==> config.mk <==
export PLATFORM = sky130hd
export DESIGN_NAME = crcw_config
export DESIGN_NICKNAME = d
export VERILOG_FILES = /design/src/hw/crcw_pkg.sv /design/src/hw/crcw_sticky.sv /design/src/hw/crcw_config.sv
export SDC_FILE = /design/constraint.sdc
export NUM_CORES = 1
export LEC_CHECK = 0
export ABC_AREA = 1
export BUFFER_PORTS_ARGS = -buffer_cell sky130_fd_sc_hd__buf_2
export CAP_MARGIN = 20
export CORE_UTILIZATION = 58
export DETAILED_ROUTE_END_ITERATION = 6
export HOLD_SLACK_MARGIN = 0.06
export PLACE_DENSITY_LB_ADDON = 0.05
export REMOVE_ABC_BUFFERS = 1
export SLEW_MARGIN = 10
export SYNTH_ARGS = -nofsm -noshare
export SYNTH_HDL_FRONTEND = slang
export SYNTH_SLANG_ARGS = --single-unit
==> constraint.sdc <==
create_clock -name SYS_CLK -period 3.44 [get_ports SYS_CLK]
set_input_delay 0.344 -clock SYS_CLK [delete_from_list [all_inputs] [get_ports SYS_CLK]]
set_output_delay 0.344 -clock SYS_CLK [all_outputs]
set_load 0.005 [all_outputs]
==> src/hw/crcw_pkg.sv <==
// Package for the CRC width and polynomial configuration block.
// Assumes a 32-bit APB slave at 100 MHz with 16-bit registers in low bits.
`default_nettype none
package crcw_pkg;
    // ==================================================
    // Register offsets (byte addresses)
    localparam logic [7:0] OFF_WIDTH_LENGTH_CONFIG = 8'h00;
    localparam logic [7:0] OFF_POLY_TAPS_LOW = 8'h04;
    localparam logic [7:0] OFF_CONTROL = 8'h08;
    localparam logic [7:0] OFF_SHIFT_DATA = 8'h0c;
    localparam logic [7:0] OFF_RESULT = 8'h10;
    localparam logic [7:0] OFF_IRQ_STATUS = 8'h14;
    localparam logic [7:0] OFF_IRQ_MASK = 8'h18;
    // ==================================================
    // Field positions
    localparam int POLY_LENGTH_MINUS_ONE_LSB = 0;
    localparam int POLY_LENGTH_MINUS_ONE_MSB = 4;
    localparam int WORD_WIDTH_MINUS_ONE_LSB = 8;
    localparam int WORD_WIDTH_MINUS_ONE_MSB = 12;
    localparam logic [15:0] WIDTH_CFG_MASK = 16'h1f1f;
    localparam logic [15:0] POLY_LOW_MASK = 16'hfffe;
    localparam int CTL_RUN_BIT = 0;
    localparam int CTL_ISEL_BIT = 1;
    localparam int STS_BUSY_BIT = 2;
    localparam int IRQ_DONE_BIT = 0;
    localparam int IRQ_EMPTY_BIT = 1;
    // ==================================================
    // Reset values
    localparam logic [15:0] WIDTH_CFG_RESET = 16'h0000;
    localparam logic [15:0] POLY_LOW_RESET = 16'h0000;
    localparam logic [1:0] CTL_RESET = 2'h0;
    localparam logic [1:0] IRQ_RESET = 2'h0;
    // ==================================================
    // Timing counts, in clock cycles
    localparam logic [1:0] LOAD_CYCLES = 2'h2;
    // ==================================================
    // Engine states
    typedef enum logic [1:0] {
        CRCW_IDLE = 2'b00,
        CRCW_LOAD = 2'b01,
        CRCW_SHIFT = 2'b10
    } crcw_state_e;
endpackage
`default_nettype wire

==> src/hw/crcw_sticky.sv <==
// Sticky event flag with write-one-to-clear.
// Assumes event and clear arrive on SYS_CLK.
`timescale 1ns/1ps
`default_nettype none
module crcw_sticky (
    input wire logic clk,
    input wire logic rst,
    input wire logic set,
    input wire logic clear,
    output logic flag
);
    // Set wins over a clear in the same cycle
    always_ff @(posedge clk) begin
        if (rst) begin
            flag <= 1'b0;
        end else if (set) begin
            flag <= 1'b1;
        end else if (clear) begin
            flag <= 1'b0;
        end
    end
endmodule
`default_nettype wire

==> src/hw/crcw_config.sv <==
// CRC width/length configuration, low polynomial taps and a small shifter.
// Assumes an APB master on SYS_CLK; RST is synchronous and active high.
// Notes on behaviour
// - Bits 4:0 of the width register hold polynomial length minus one.
// - Low polynomial bits 15:1 enable feedback XOR for that power of x.
// - Low polynomial bit 0 is absent, reads zero and ignores writes.
// - Width register bits 15:13 and 7:5 read zero and ignore writes.
// - With irq select zero, the interrupt comes only when shifting is done.
// - Clearing run suspends the calculation; setting it resumes it.
// - A word load takes two cycles, then (length field + 1)/2 shift cycles.
// - The input buffer is one 32-bit double word; the result buffer holds the 16-bit CRC with its upper half zero.
`timescale 1ns/1ps
`default_nettype none
module crcw_config (
    input wire logic SYS_CLK,
    input wire logic RST,
    input wire logic PSEL,
    input wire logic PENABLE,
    input wire logic PWRITE,
    input wire logic [7:0] PADDR,
    input wire logic [31:0] PWDATA,
    output logic [31:0] PRDATA,
    output logic PREADY,
    output logic PSLVERR,
    output logic [4:0] POLY_LENGTH_MINUS_ONE,
    output logic [4:0] WORD_WIDTH_MINUS_ONE,
    output logic [15:0] POLY_TAPS_LOW,
    output logic IRQ
);
    // ==================================================
    // Registers
    logic [15:0] width_length_config;
    logic [15:0] poly_taps_low;
    logic shifter_run;
    logic irq_source_select;
    logic [31:0] input_word_buffer;
    logic [31:0] result_word_buffer;
    logic [15:0] crc;
    logic [1:0] irq_mask;
    logic [1:0] irq_status;
    logic word_pending;
    crcw_pkg::crcw_state_e state;
    logic [4:0] count;
    logic [31:0] shreg;
    logic ev_done;
    logic ev_empty;
    logic wr;
    logic rd;
    logic mapped;
    logic [31:0] next_prdata;
    logic [4:0] shift_steps;

    // ==================================================
    // APB decode, zero wait states
    assign wr = PSEL && PENABLE && PWRITE && PREADY;
    assign rd = PSEL && !PENABLE && !PWRITE;
    always_comb begin
        mapped = 1'b1;
        next_prdata = 32'h0000_0000;
        case (PADDR)
            crcw_pkg::OFF_WIDTH_LENGTH_CONFIG: begin
                next_prdata = {16'h0000, width_length_config};
            end
            crcw_pkg::OFF_POLY_TAPS_LOW: begin
                next_prdata = {16'h0000, poly_taps_low};
            end
            crcw_pkg::OFF_CONTROL: begin
                next_prdata[crcw_pkg::CTL_RUN_BIT] = shifter_run;
                next_prdata[crcw_pkg::CTL_ISEL_BIT] = irq_source_select;
                next_prdata[crcw_pkg::STS_BUSY_BIT] =
                    (state != crcw_pkg::CRCW_IDLE) || word_pending;
            end
            crcw_pkg::OFF_SHIFT_DATA: next_prdata = input_word_buffer;
            crcw_pkg::OFF_RESULT: next_prdata = result_word_buffer;
            crcw_pkg::OFF_IRQ_STATUS: next_prdata = {30'h0, irq_status};
            crcw_pkg::OFF_IRQ_MASK: next_prdata = {30'h0, irq_mask};
            default: mapped = 1'b0;
        endcase
    end

    // Read data captured in setup so it is stable in the access phase
    always_ff @(posedge SYS_CLK) begin
        if (RST) begin
            PRDATA <= 32'h0000_0000;
            PSLVERR <= 1'b0;
        end else if (rd || (PSEL && !PENABLE)) begin
            PRDATA <= rd ? next_prdata : 32'h0000_0000;
            PSLVERR <= !mapped;
        end
    end

    always_ff @(posedge SYS_CLK) begin
        if (RST) begin
            PREADY <= 1'b0;
        end else begin
            PREADY <= PSEL && !PENABLE;
        end
    end

    // ==================================================
    // Configuration registers
    always_ff @(posedge SYS_CLK) begin
        if (RST) begin
            width_length_config <= crcw_pkg::WIDTH_CFG_RESET;
            poly_taps_low <= crcw_pkg::POLY_LOW_RESET;
        end else if (wr && PADDR == crcw_pkg::OFF_WIDTH_LENGTH_CONFIG) begin
            width_length_config <= PWDATA[15:0] & crcw_pkg::WIDTH_CFG_MASK;
        end else if (wr && PADDR == crcw_pkg::OFF_POLY_TAPS_LOW) begin
            poly_taps_low <= PWDATA[15:0] & crcw_pkg::POLY_LOW_MASK;
        end
    end

    always_ff @(posedge SYS_CLK) begin
        if (RST) begin
            {irq_source_select, shifter_run} <= crcw_pkg::CTL_RESET;
            irq_mask <= crcw_pkg::IRQ_RESET;
        end else if (wr && PADDR == crcw_pkg::OFF_CONTROL) begin
            shifter_run <= PWDATA[crcw_pkg::CTL_RUN_BIT];
            irq_source_select <= PWDATA[crcw_pkg::CTL_ISEL_BIT];
        end else if (wr && PADDR == crcw_pkg::OFF_IRQ_MASK) begin
            irq_mask <= PWDATA[1:0];
        end
    end

    // ==================================================
    // Input word buffer, one double word of pending data
    always_ff @(posedge SYS_CLK) begin
        if (RST) begin
            input_word_buffer <= 32'h0000_0000;
            word_pending <= 1'b0;
        end else if (wr && PADDR == crcw_pkg::OFF_SHIFT_DATA) begin
            input_word_buffer <= PWDATA;
            word_pending <= 1'b1;
        end else if (shifter_run && state == crcw_pkg::CRCW_LOAD &&
                     count == crcw_pkg::LOAD_CYCLES - 2'h1) begin
            word_pending <= 1'b0;
        end
    end

    // ==================================================
    // Shift engine; two bits per cycle, hence the halved cycle count
    assign shift_steps = 5'((6'(width_length_config[crcw_pkg::POLY_LENGTH_MINUS_ONE_MSB:
        crcw_pkg::POLY_LENGTH_MINUS_ONE_LSB]) + 6'h1) >> 1);

    function automatic logic [15:0] step(input logic [15:0] c,
                                         input logic d,
                                         input logic [15:0] taps,
                                         input logic [4:0] top);
        logic fb;
        fb = c[top[3:0]] ^ d;
        step = ((c << 1) & ~(16'h0001)) ^ (fb ? (taps | 16'h0001) : 16'h0);
    endfunction

    always_ff @(posedge SYS_CLK) begin
        if (RST) begin
            state <= crcw_pkg::CRCW_IDLE;
            count <= 5'h00;
            shreg <= 32'h0000_0000;
            crc <= 16'h0000;
        end else if (shifter_run) begin
            case (state)
                crcw_pkg::CRCW_IDLE: begin
                    if (word_pending) begin
                        state <= crcw_pkg::CRCW_LOAD;
                        count <= 5'h00;
                    end
                end
                crcw_pkg::CRCW_LOAD: begin
                    if (count == 5'(crcw_pkg::LOAD_CYCLES - 2'h1)) begin
                        shreg <= input_word_buffer;
                        count <= 5'h00;
                        state <= crcw_pkg::CRCW_SHIFT;
                    end else begin
                        count <= count + 5'h01;
                    end
                end
                crcw_pkg::CRCW_SHIFT: begin
                    crc <= step(step(crc, shreg[31], poly_taps_low,
                        width_length_config[4:0]), shreg[30], poly_taps_low,
                        width_length_config[4:0]);
                    shreg <= {shreg[29:0], 2'b00};
                    if (count == shift_steps - 5'h01) begin
                        state <= crcw_pkg::CRCW_IDLE;
                    end else begin
                        count <= count + 5'h01;
                    end
                end
                default: state <= crcw_pkg::CRCW_IDLE;
            endcase
        end
    end

    always_ff @(posedge SYS_CLK) begin
        if (RST) begin
            result_word_buffer <= 32'h0000_0000;
        end else begin
            result_word_buffer <= {16'h0000, crc};
        end
    end

    // ==================================================
    // Events and interrupt
    assign ev_done = shifter_run && state == crcw_pkg::CRCW_SHIFT &&
        count == shift_steps - 5'h01;
    assign ev_empty = shifter_run && state == crcw_pkg::CRCW_LOAD &&
        count == 5'(crcw_pkg::LOAD_CYCLES - 2'h1);

    crcw_sticky u_done (
        .clk(SYS_CLK),
        .rst(RST),
        .set(ev_done),
        .clear(wr && PADDR == crcw_pkg::OFF_IRQ_STATUS &&
               PWDATA[crcw_pkg::IRQ_DONE_BIT]),
        .flag(irq_status[crcw_pkg::IRQ_DONE_BIT])
    );

    // Empty event only counts when selected; else done alone raises it
    crcw_sticky u_empty (
        .clk(SYS_CLK),
        .rst(RST),
        .set(ev_empty && irq_source_select),
        .clear(wr && PADDR == crcw_pkg::OFF_IRQ_STATUS &&
               PWDATA[crcw_pkg::IRQ_EMPTY_BIT]),
        .flag(irq_status[crcw_pkg::IRQ_EMPTY_BIT])
    );

    always_ff @(posedge SYS_CLK) begin
        if (RST) begin
            IRQ <= 1'b0;
            POLY_LENGTH_MINUS_ONE <= 5'h00;
            WORD_WIDTH_MINUS_ONE <= 5'h00;
            POLY_TAPS_LOW <= 16'h0000;
        end else begin
            IRQ <= |(irq_status & irq_mask);
            POLY_LENGTH_MINUS_ONE <= width_length_config[4:0];
            WORD_WIDTH_MINUS_ONE <= width_length_config[12:8];
            POLY_TAPS_LOW <= poly_taps_low;
        end
    end
endmodule
`default_nettype wire

==> metrics.cfg, run 1 <==
[floorplan]
die_x_um = 123
die_height_um = 123
initial_core_util = 0.604
placementRows = 43
dieArea_um2 = 15200
io_pins = 106
core_um2 = 14100

[clock_tree]
cts_hold_buf = 0
cts_tree = built
clk_latency_ns = 0.43
cts.sink_count = 195
post_cts_resized = 0
path_clk_slew_ns = 0.07
postCtsSetupBuffers = 0
cts_buffer_depth = 2
htree_levels = 4
cts_buffers = 17
root_buffer = clkbuf_16

[sta]
setup_violations = 0
hold_viol_final = 0
clock.fmax_ghz = 0.339
maxSlewHeadroom = 0.552
finalClockSkew_ns = 0.00928
fin_crit_sh = 0.858
rsz0062_at_grt = no
max_slew.worst_pin.slew_ns = 0.672
period_minus_slack_ns = 2.95
hold_ws_ns = 0.128
drv_slew = 0

[drt]
drtAntennaViolNets = 0
detail_route.wl_per_cell_um = 15.7
vias_per_cell = 5.63
drtIter0Drc = 890
vias = 8153
drt-pass1-iter-count = 5
drc = 0
wl_um = 22700

[critical_path]
crit_path_end_kind = register
crit_chain = buf_4 -> nand2_1 -> nand3_1 -> nand2_1 -> nand2_1 -> nand2_1 -> inv_2 -> nand3_1 -> nand2_4 -> nand3_1 -> nand3_1 -> nand2_1 -> inv_2 -> nand2_1 -> nand2_1 -> nand2_1 -> inv_2 -> nand2_1 -> nand2_4 -> nand2_1 -> inv_2 -> nand2_1 -> nand3_1 -> nand2_1
crit_start = width_length_config[0]$_SDFFE_PP0P_
crit_type = register to register
cp-endpoint = crc[1]$_SDFFE_PP0P_
r2r_end = crc[1]$_SDFFE_PP0P_
startpoint_type = register
ff2ff_setup_slack_ns = 0.49
r2r-start = width_length_config[0]$_SDFFE_PP0P_
crit_top_cell = nand2_1
rr_worst_depth = 24
path_max_fanout = 29
cp.arrival_ns = 3.28
required_ns = 3.77
cpMaxStageDelayCell = dfxtp_1
max_stage_delay_ns = 0.58

[flow_run]
maxCapViolations = 0

[final_layout]
syn_to_final_growth_pct = 14.1
final_common_cell = nand2_1
layout_common_cells = nand2_1, dfxtp_1, inv_1
diodes = 0
nFillCells = 1219
fin_util = 0.690
nets = 1308
final_cell_area_um2 = 9720
multiInputGateArea_um2 = 3800
seqCellArea_um2 = 3900
stdcell_count = 1448
drive_gt1_frac = 0.144

[run_status]
status = complete, no violations

[logic_synthesis]
syn_avg_cell_area_um2 = 7.21
yosysWarnings = 0
yosysTopAreaCell = dfxtp_1
synth.distinct_cells = 41
synthArstFlopShare = 0
synthCells = 1182
yosysSeqAreaShare = 0.458
synth_flop_cell = dfxtp_1
syn_area_um2 = 8520
yosysTopAreaCellShare = 0.458
ys_ff_latch = 195
synth_area_leaders = dfxtp_1, nand2_1, o21ai_0
synth_edf_count = 0

[power]
powerDensity_nw_per_um2 = 451
p_leak_nw = 4.06
p_sw_frac = 0.228
p_total_mw = 4.38
combPwrFrac = 0.024
vdd_drop_max_uv = 366
p_sw_mw = 0.997
p_seq_frac = 0.515
clkPwrFrac = 0.460
p_int_mw = 3.38

[place]
portBuffers = 104
dp.cells = 1415
place_hpwl_um = 15100
gp_congestion = 0.962
postPlaceCellArea_um2 = 9100

[global_routing]
grt_pass1_vias = 7135
grt_pass1_wl_um = 36200
grt_usage = 0.310
grt_max_degree = 64
antenna_found_initial = 0
grt-ovfl-total = 0

[min_path]
hold_path_class = input pin to register

## worst min path at each step
stage | start | end | slack [ns] | cells past startpoint
2_1_floorplan | RST | IRQ$_SDFF_PP0_ | 0.41 | 1
3_3_place_gp | width_length_config[9]$_SDFFE_PP0P_ | WORD_WIDTH_MINUS_ONE[1]$_SDFF_PP0_ | 0.44 | 2
3_5_place_dp | width_length_config[11]$_SDFFE_PP0P_ | WORD_WIDTH_MINUS_ONE[3]$_SDFF_PP0_ | 0.44 | 2
4_1_cts | PWDATA[22] | input_word_buffer[22]$_SDFFE_PP0P_ | 0.12 | 3
5_1_grt | PWDATA[24] | input_word_buffer[24]$_SDFFE_PP0P_ | 0.12 | 3
6_report | PWDATA[24] | input_word_buffer[24]$_SDFFE_PP0P_ | 0.13 | 3
## metal layers
metal / GRT usage / wire length (µm) / up-vias
met1: 0.423 / 10000 / 3762
met5: 0 / 0 / -
met3: 0.0623 / 1750 / 32
met2: 0.494 / 10600 / 314
met4: 0.0964 / 361 / 0
li1: - / - / 4045
## flip-flops by register name, indices dropped and copies added (netlist names), 10 cells and up
register and flops:
input_word_buffer 32, poly_taps_low 15, result_word_buffer 16, PRDATA 32, POLY_TAPS_LOW 15, crc 16
width_length_config 10, shreg 32
## Yosys cell counts (2+ instances only)
cell / number
nand2_1: 243
dfxtp_1: 195
inv_1: 119
o21ai_0: 112
nor2_1: 108
a21oi_1: 100
nand3_1: 96
clkbuf_1: 57
a31oi_1: 30
nand4_1: 18
ha_1: 8
inv_2: 8
o22ai_1: 8
xor2_1: 8
a22o_1: 7
buf_6: 7
nor3_1: 6
a221oi_1: 4
buf_4: 4
nand3_2: 4
o211ai_1: 4
a211oi_1: 3
buf_2: 3
clkinv_1: 3
nand2_2: 3
nor4_1: 3
o2111ai_1: 3
a22oi_1: 2
o21ai_1: 2
or2_2: 2
xnor2_1: 2
## metrics by stage
stage	setup slack [ns]	setup TNS (ns)
after CTS	0.384	0
after global routing	0.152	0
after floorplan	-0.914	-17.62
after global placement	0.517	0
after detailed placement	0.406	0
final	0.488	0
## area by class of cell
type | count | area share
well taps | 180 | 0.0232
repair buffers | 126 | 0.0716
clock inverters | 14 | 0.0179
inverters | 131 | 0.0508
flip-flops and latches | 195 | 0.402
multi-input cells | 784 | 0.391
clock buffers | 18 | 0.0441
## power groups by stage
| stage | sequential (mW) | combinational, mW | clock (mW) |
|---|---|---|---|
| global placement | 2.31 | 0.105 | 0 |
| CTS | 2.26 | 0.107 | 2.04 |
| finish | 2.26 | 0.107 | 2.02 |
| detailed placement | 2.31 | 0.106 | 0 |
| floorplan | 2.31 | 0.0334 | 0 |
| global route | 2.26 | 0.118 | 2.14 |
## critical path, delay by kind of cell (launching register included)
kind,cells,cell delay (ns)
flops,1,0.58
simple gates,19,1.78
buf+inv,5,0.48
## cells by family after synthesis
family | count (synthesis) | synth area share
xor+xnor | 10 | 0.0103
compound gates | 278 | 0.179
fa+ha+maj | 8 | 0.0118
other cells | 1 | 0.000440
simple gates | 487 | 0.242
flops | 195 | 0.458
buf+inv | 203 | 0.0981
Power figures use the tool's default switching activity.
==> run 2: changes to the inputs <==
==> constraint.sdc (replaced) <==
create_clock -name SYS_CLK -period 3.44 [get_ports SYS_CLK]
set_input_delay 0.172 -clock SYS_CLK [delete_from_list [all_inputs] [get_ports SYS_CLK]]
set_output_delay 0.172 -clock SYS_CLK [all_outputs]
set_load 0.005 [all_outputs]
==> metrics.cfg, run 2 (synthesized netlist as in run 1, its figures left out) <==
[run_status]
status = complete, no violations

[global_routing]
grt_max_degree = 99  ; +55%
grt_pass1_wl_um = 36700  ; +1.3%
grt_usage = 0.314  ; +0.00417
grt_pass1_vias = 7394  ; +3.6%
grt-ovfl-total = 0  ; unchanged
antenna_found_initial = 0  ; unchanged

[min_path]
hold_depth = 4  ; +1
hold_path_class = input pin to register
min_from = PWDATA[0]

[critical_path]
startpoint_type = register
required_ns = 3.77  ; about the same
path_max_fanout = 29  ; unchanged
cp.arrival_ns = 3.40  ; +0.12 ns
rr_worst_depth = 24  ; unchanged
r2r-start = width_length_config[0]$_SDFFE_PP0P_
ff2ff_setup_slack_ns = 0.37  ; -0.12 ns
crit_type = register to register
crit_start = width_length_config[0]$_SDFFE_PP0P_
crit_path_end_kind = register

[clock_tree]
post_cts_resized = 0  ; unchanged
cts_buffers = 17  ; unchanged
cts_buffer_depth = 2  ; unchanged
cts_hold_buf = 31  ; +31
cts.sink_count = 195  ; unchanged
cts_tree = built
htree_levels = 4  ; unchanged
clk_latency_ns = 0.44  ; about the same
path_clk_slew_ns = 0.07  ; about the same
postCtsSetupBuffers = 0  ; unchanged
root_buffer = clkbuf_16

[drt]
vias = 8233  ; +0.98%
drc = 0  ; unchanged
vias_per_cell = 5.57  ; -1.0%
detail_route.wl_per_cell_um = 15.7  ; +0.15%
wl_um = 23200  ; +2.2%
drt-pass1-iter-count = 5  ; unchanged
drtIter0Drc = 746  ; -16%
drtAntennaViolNets = 0  ; unchanged

[sta]
setup_violations = 0  ; unchanged
hold_ws_ns = 0.0667  ; -0.0610 ns
clock.fmax_ghz = 0.326  ; -3.9%
rsz0062_at_grt = no
maxSlewHeadroom = 0.282  ; -0.270
finalClockSkew_ns = 0.00772  ; -0.00156 ns
drv_slew = 0  ; unchanged
hold_viol_final = 0  ; unchanged
fin_crit_sh = 0.893  ; +0.0349
max_slew.worst_pin.slew_ns = 1.08  ; +0.405 ns
period_minus_slack_ns = 3.07  ; +0.120 ns

[floorplan]
initial_core_util = 0.604  ; unchanged
io_pins = 106  ; unchanged
die_height_um = 123  ; unchanged
die_x_um = 123  ; unchanged
placementRows = 43  ; unchanged
core_um2 = 14100  ; unchanged
dieArea_um2 = 15200  ; unchanged

[power]
p_sw_mw = 0.960  ; -3.7%
powerDensity_nw_per_um2 = 432  ; -4.1%
p_leak_nw = 4.18  ; +3.0%
clkPwrFrac = 0.445  ; -0.015
vdd_drop_max_uv = 372  ; +1.6%
p_sw_frac = 0.222  ; -0.00513
p_int_mw = 3.36  ; -0.83%
combPwrFrac = 0.031  ; +0.007
p_seq_frac = 0.523  ; +0.008

[final_layout]
syn_to_final_growth_pct = 17.3
top_regs = PRDATA x32, input_word_buffer x32, shreg x32
diodes = 0  ; unchanged
drive_gt1_frac = 0.137  ; -0.00629
stdcell_count = 1477  ; +2.0%
final_cell_area_um2 = 9990  ; +2.8%
final_common_cell = nand2_1
layout_common_cells = nand2_1, dfxtp_1, inv_1
nets = 1338  ; +2.3%

[place]
dp.cells = 1414  ; -0.071%
gp_congestion = 0.962  ; about the same
portBuffers = 104  ; unchanged
place_hpwl_um = 14800  ; -2.2%
postPlaceCellArea_um2 = 9090  ; about the same

[flow_run]
maxCapViolations = 0  ; unchanged

run 2: cell types whose count changed in the layout (fill, tap and decap cells not counted), moves of 2 or more:
cell / delta
inv_6: +2
clkbuf_8: +2
clkinvlp_4: -3
inv_8: -3
dlygate4sd3_1: +31
clkbuf_1: +2
run 2: power groups by stage:
| stage | combinational, mW | clock (mW) | sequential (mW) |
|---|---|---|---|
| 3_3_place_gp | 0.105 | 0 | 2.31 |
| 3_5_place_dp | 0.106 | 0 | 2.31 |
| 6_report | 0.136 | 1.92 | 2.26 |
| 5_1_grt | 0.148 | 2.03 | 2.26 |
| 2_1_floorplan | 0.0334 | 0 | 2.31 |
| 4_1_cts | 0.133 | 1.93 | 2.26 |
run 2: per-stage QoR:
| step | total power [mW] | utilization | setup TNS (ns) | worst slack [ns] |
|---|---|---|---|---|
| after floorplan | 2.34 | - | -12.91 | -0.742 |
| after global placement | 2.42 | 0.645 | 0 | 0.531 |
| after detailed placement | 2.42 | 0.645 | 0 | 0.427 |
| after CTS | 4.32 | 0.707 | 0 | 0.402 |
| after global routing | 4.43 | 0.709 | 0 | 0.00693 |
| final | 4.32 | 0.709 | 0 | 0.368 |
run 2: routing by layer:
| metal | GRT usage | vias up | routed length, µm |
|---|---|---|---|
| met4 | 0.101 | 0 | 374 |
| li1 | - | 4090 | - |
| met2 | 0.508 | 317 | 11000 |
| met1 | 0.422 | 3793 | 10100 |
| met5 | 0 | - | 0 |
| met3 | 0.0609 | 33 | 1770 |
run 2: path summary, 6_finish.rpt:
path / end
worst max register to register: crc[1]$_SDFFE_PP0P_
worst min-delay path: u_done.flag$_SDFFE_PP0P_
worst max-delay path: crc[1]$_SDFFE_PP0P_
worst min register to register: WORD_WIDTH_MINUS_ONE[0]$_SDFF_PP0_
run 2: layout make-up:
| cell class | instances | area, µm² |
|---|---|---|
| Timing Repair Buffer | 156 | 1010 |
| Clock inverter | 9 | 97.6 |
| Clock buffer | 22 | 464 |
| Tap cell | 180 | 225 |
| Inverter | 131 | 494 |
| Sequential cell | 195 | 3900 |
| Multi-Input combinational cell | 784 | 3790 |
| Fill cell | 1215 | 4110 |
run 2: critical path, cell delays in order, from the launching register on:
cell	delay, ns
dfxtp_1	0.55
buf_4	0.24
nand2_1	0.07
nand3_1	0.08
nand2_1	0.06
nand2_1	0.05
nand2_1	0.06
inv_2	0.06
nand3_1	0.12
nand2_4	0.26
nand3_1	0.14
nand3_1	0.11
nand2_1	0.06
inv_2	0.04
nand2_1	0.04
nand2_1	0.05
nand2_1	0.06
inv_2	0.06
nand2_1	0.05
nand2_2	0.39
nand2_1	0.16
inv_2	0.09
nand2_1	0.05
nand3_1	0.07
nand2_1	0.05
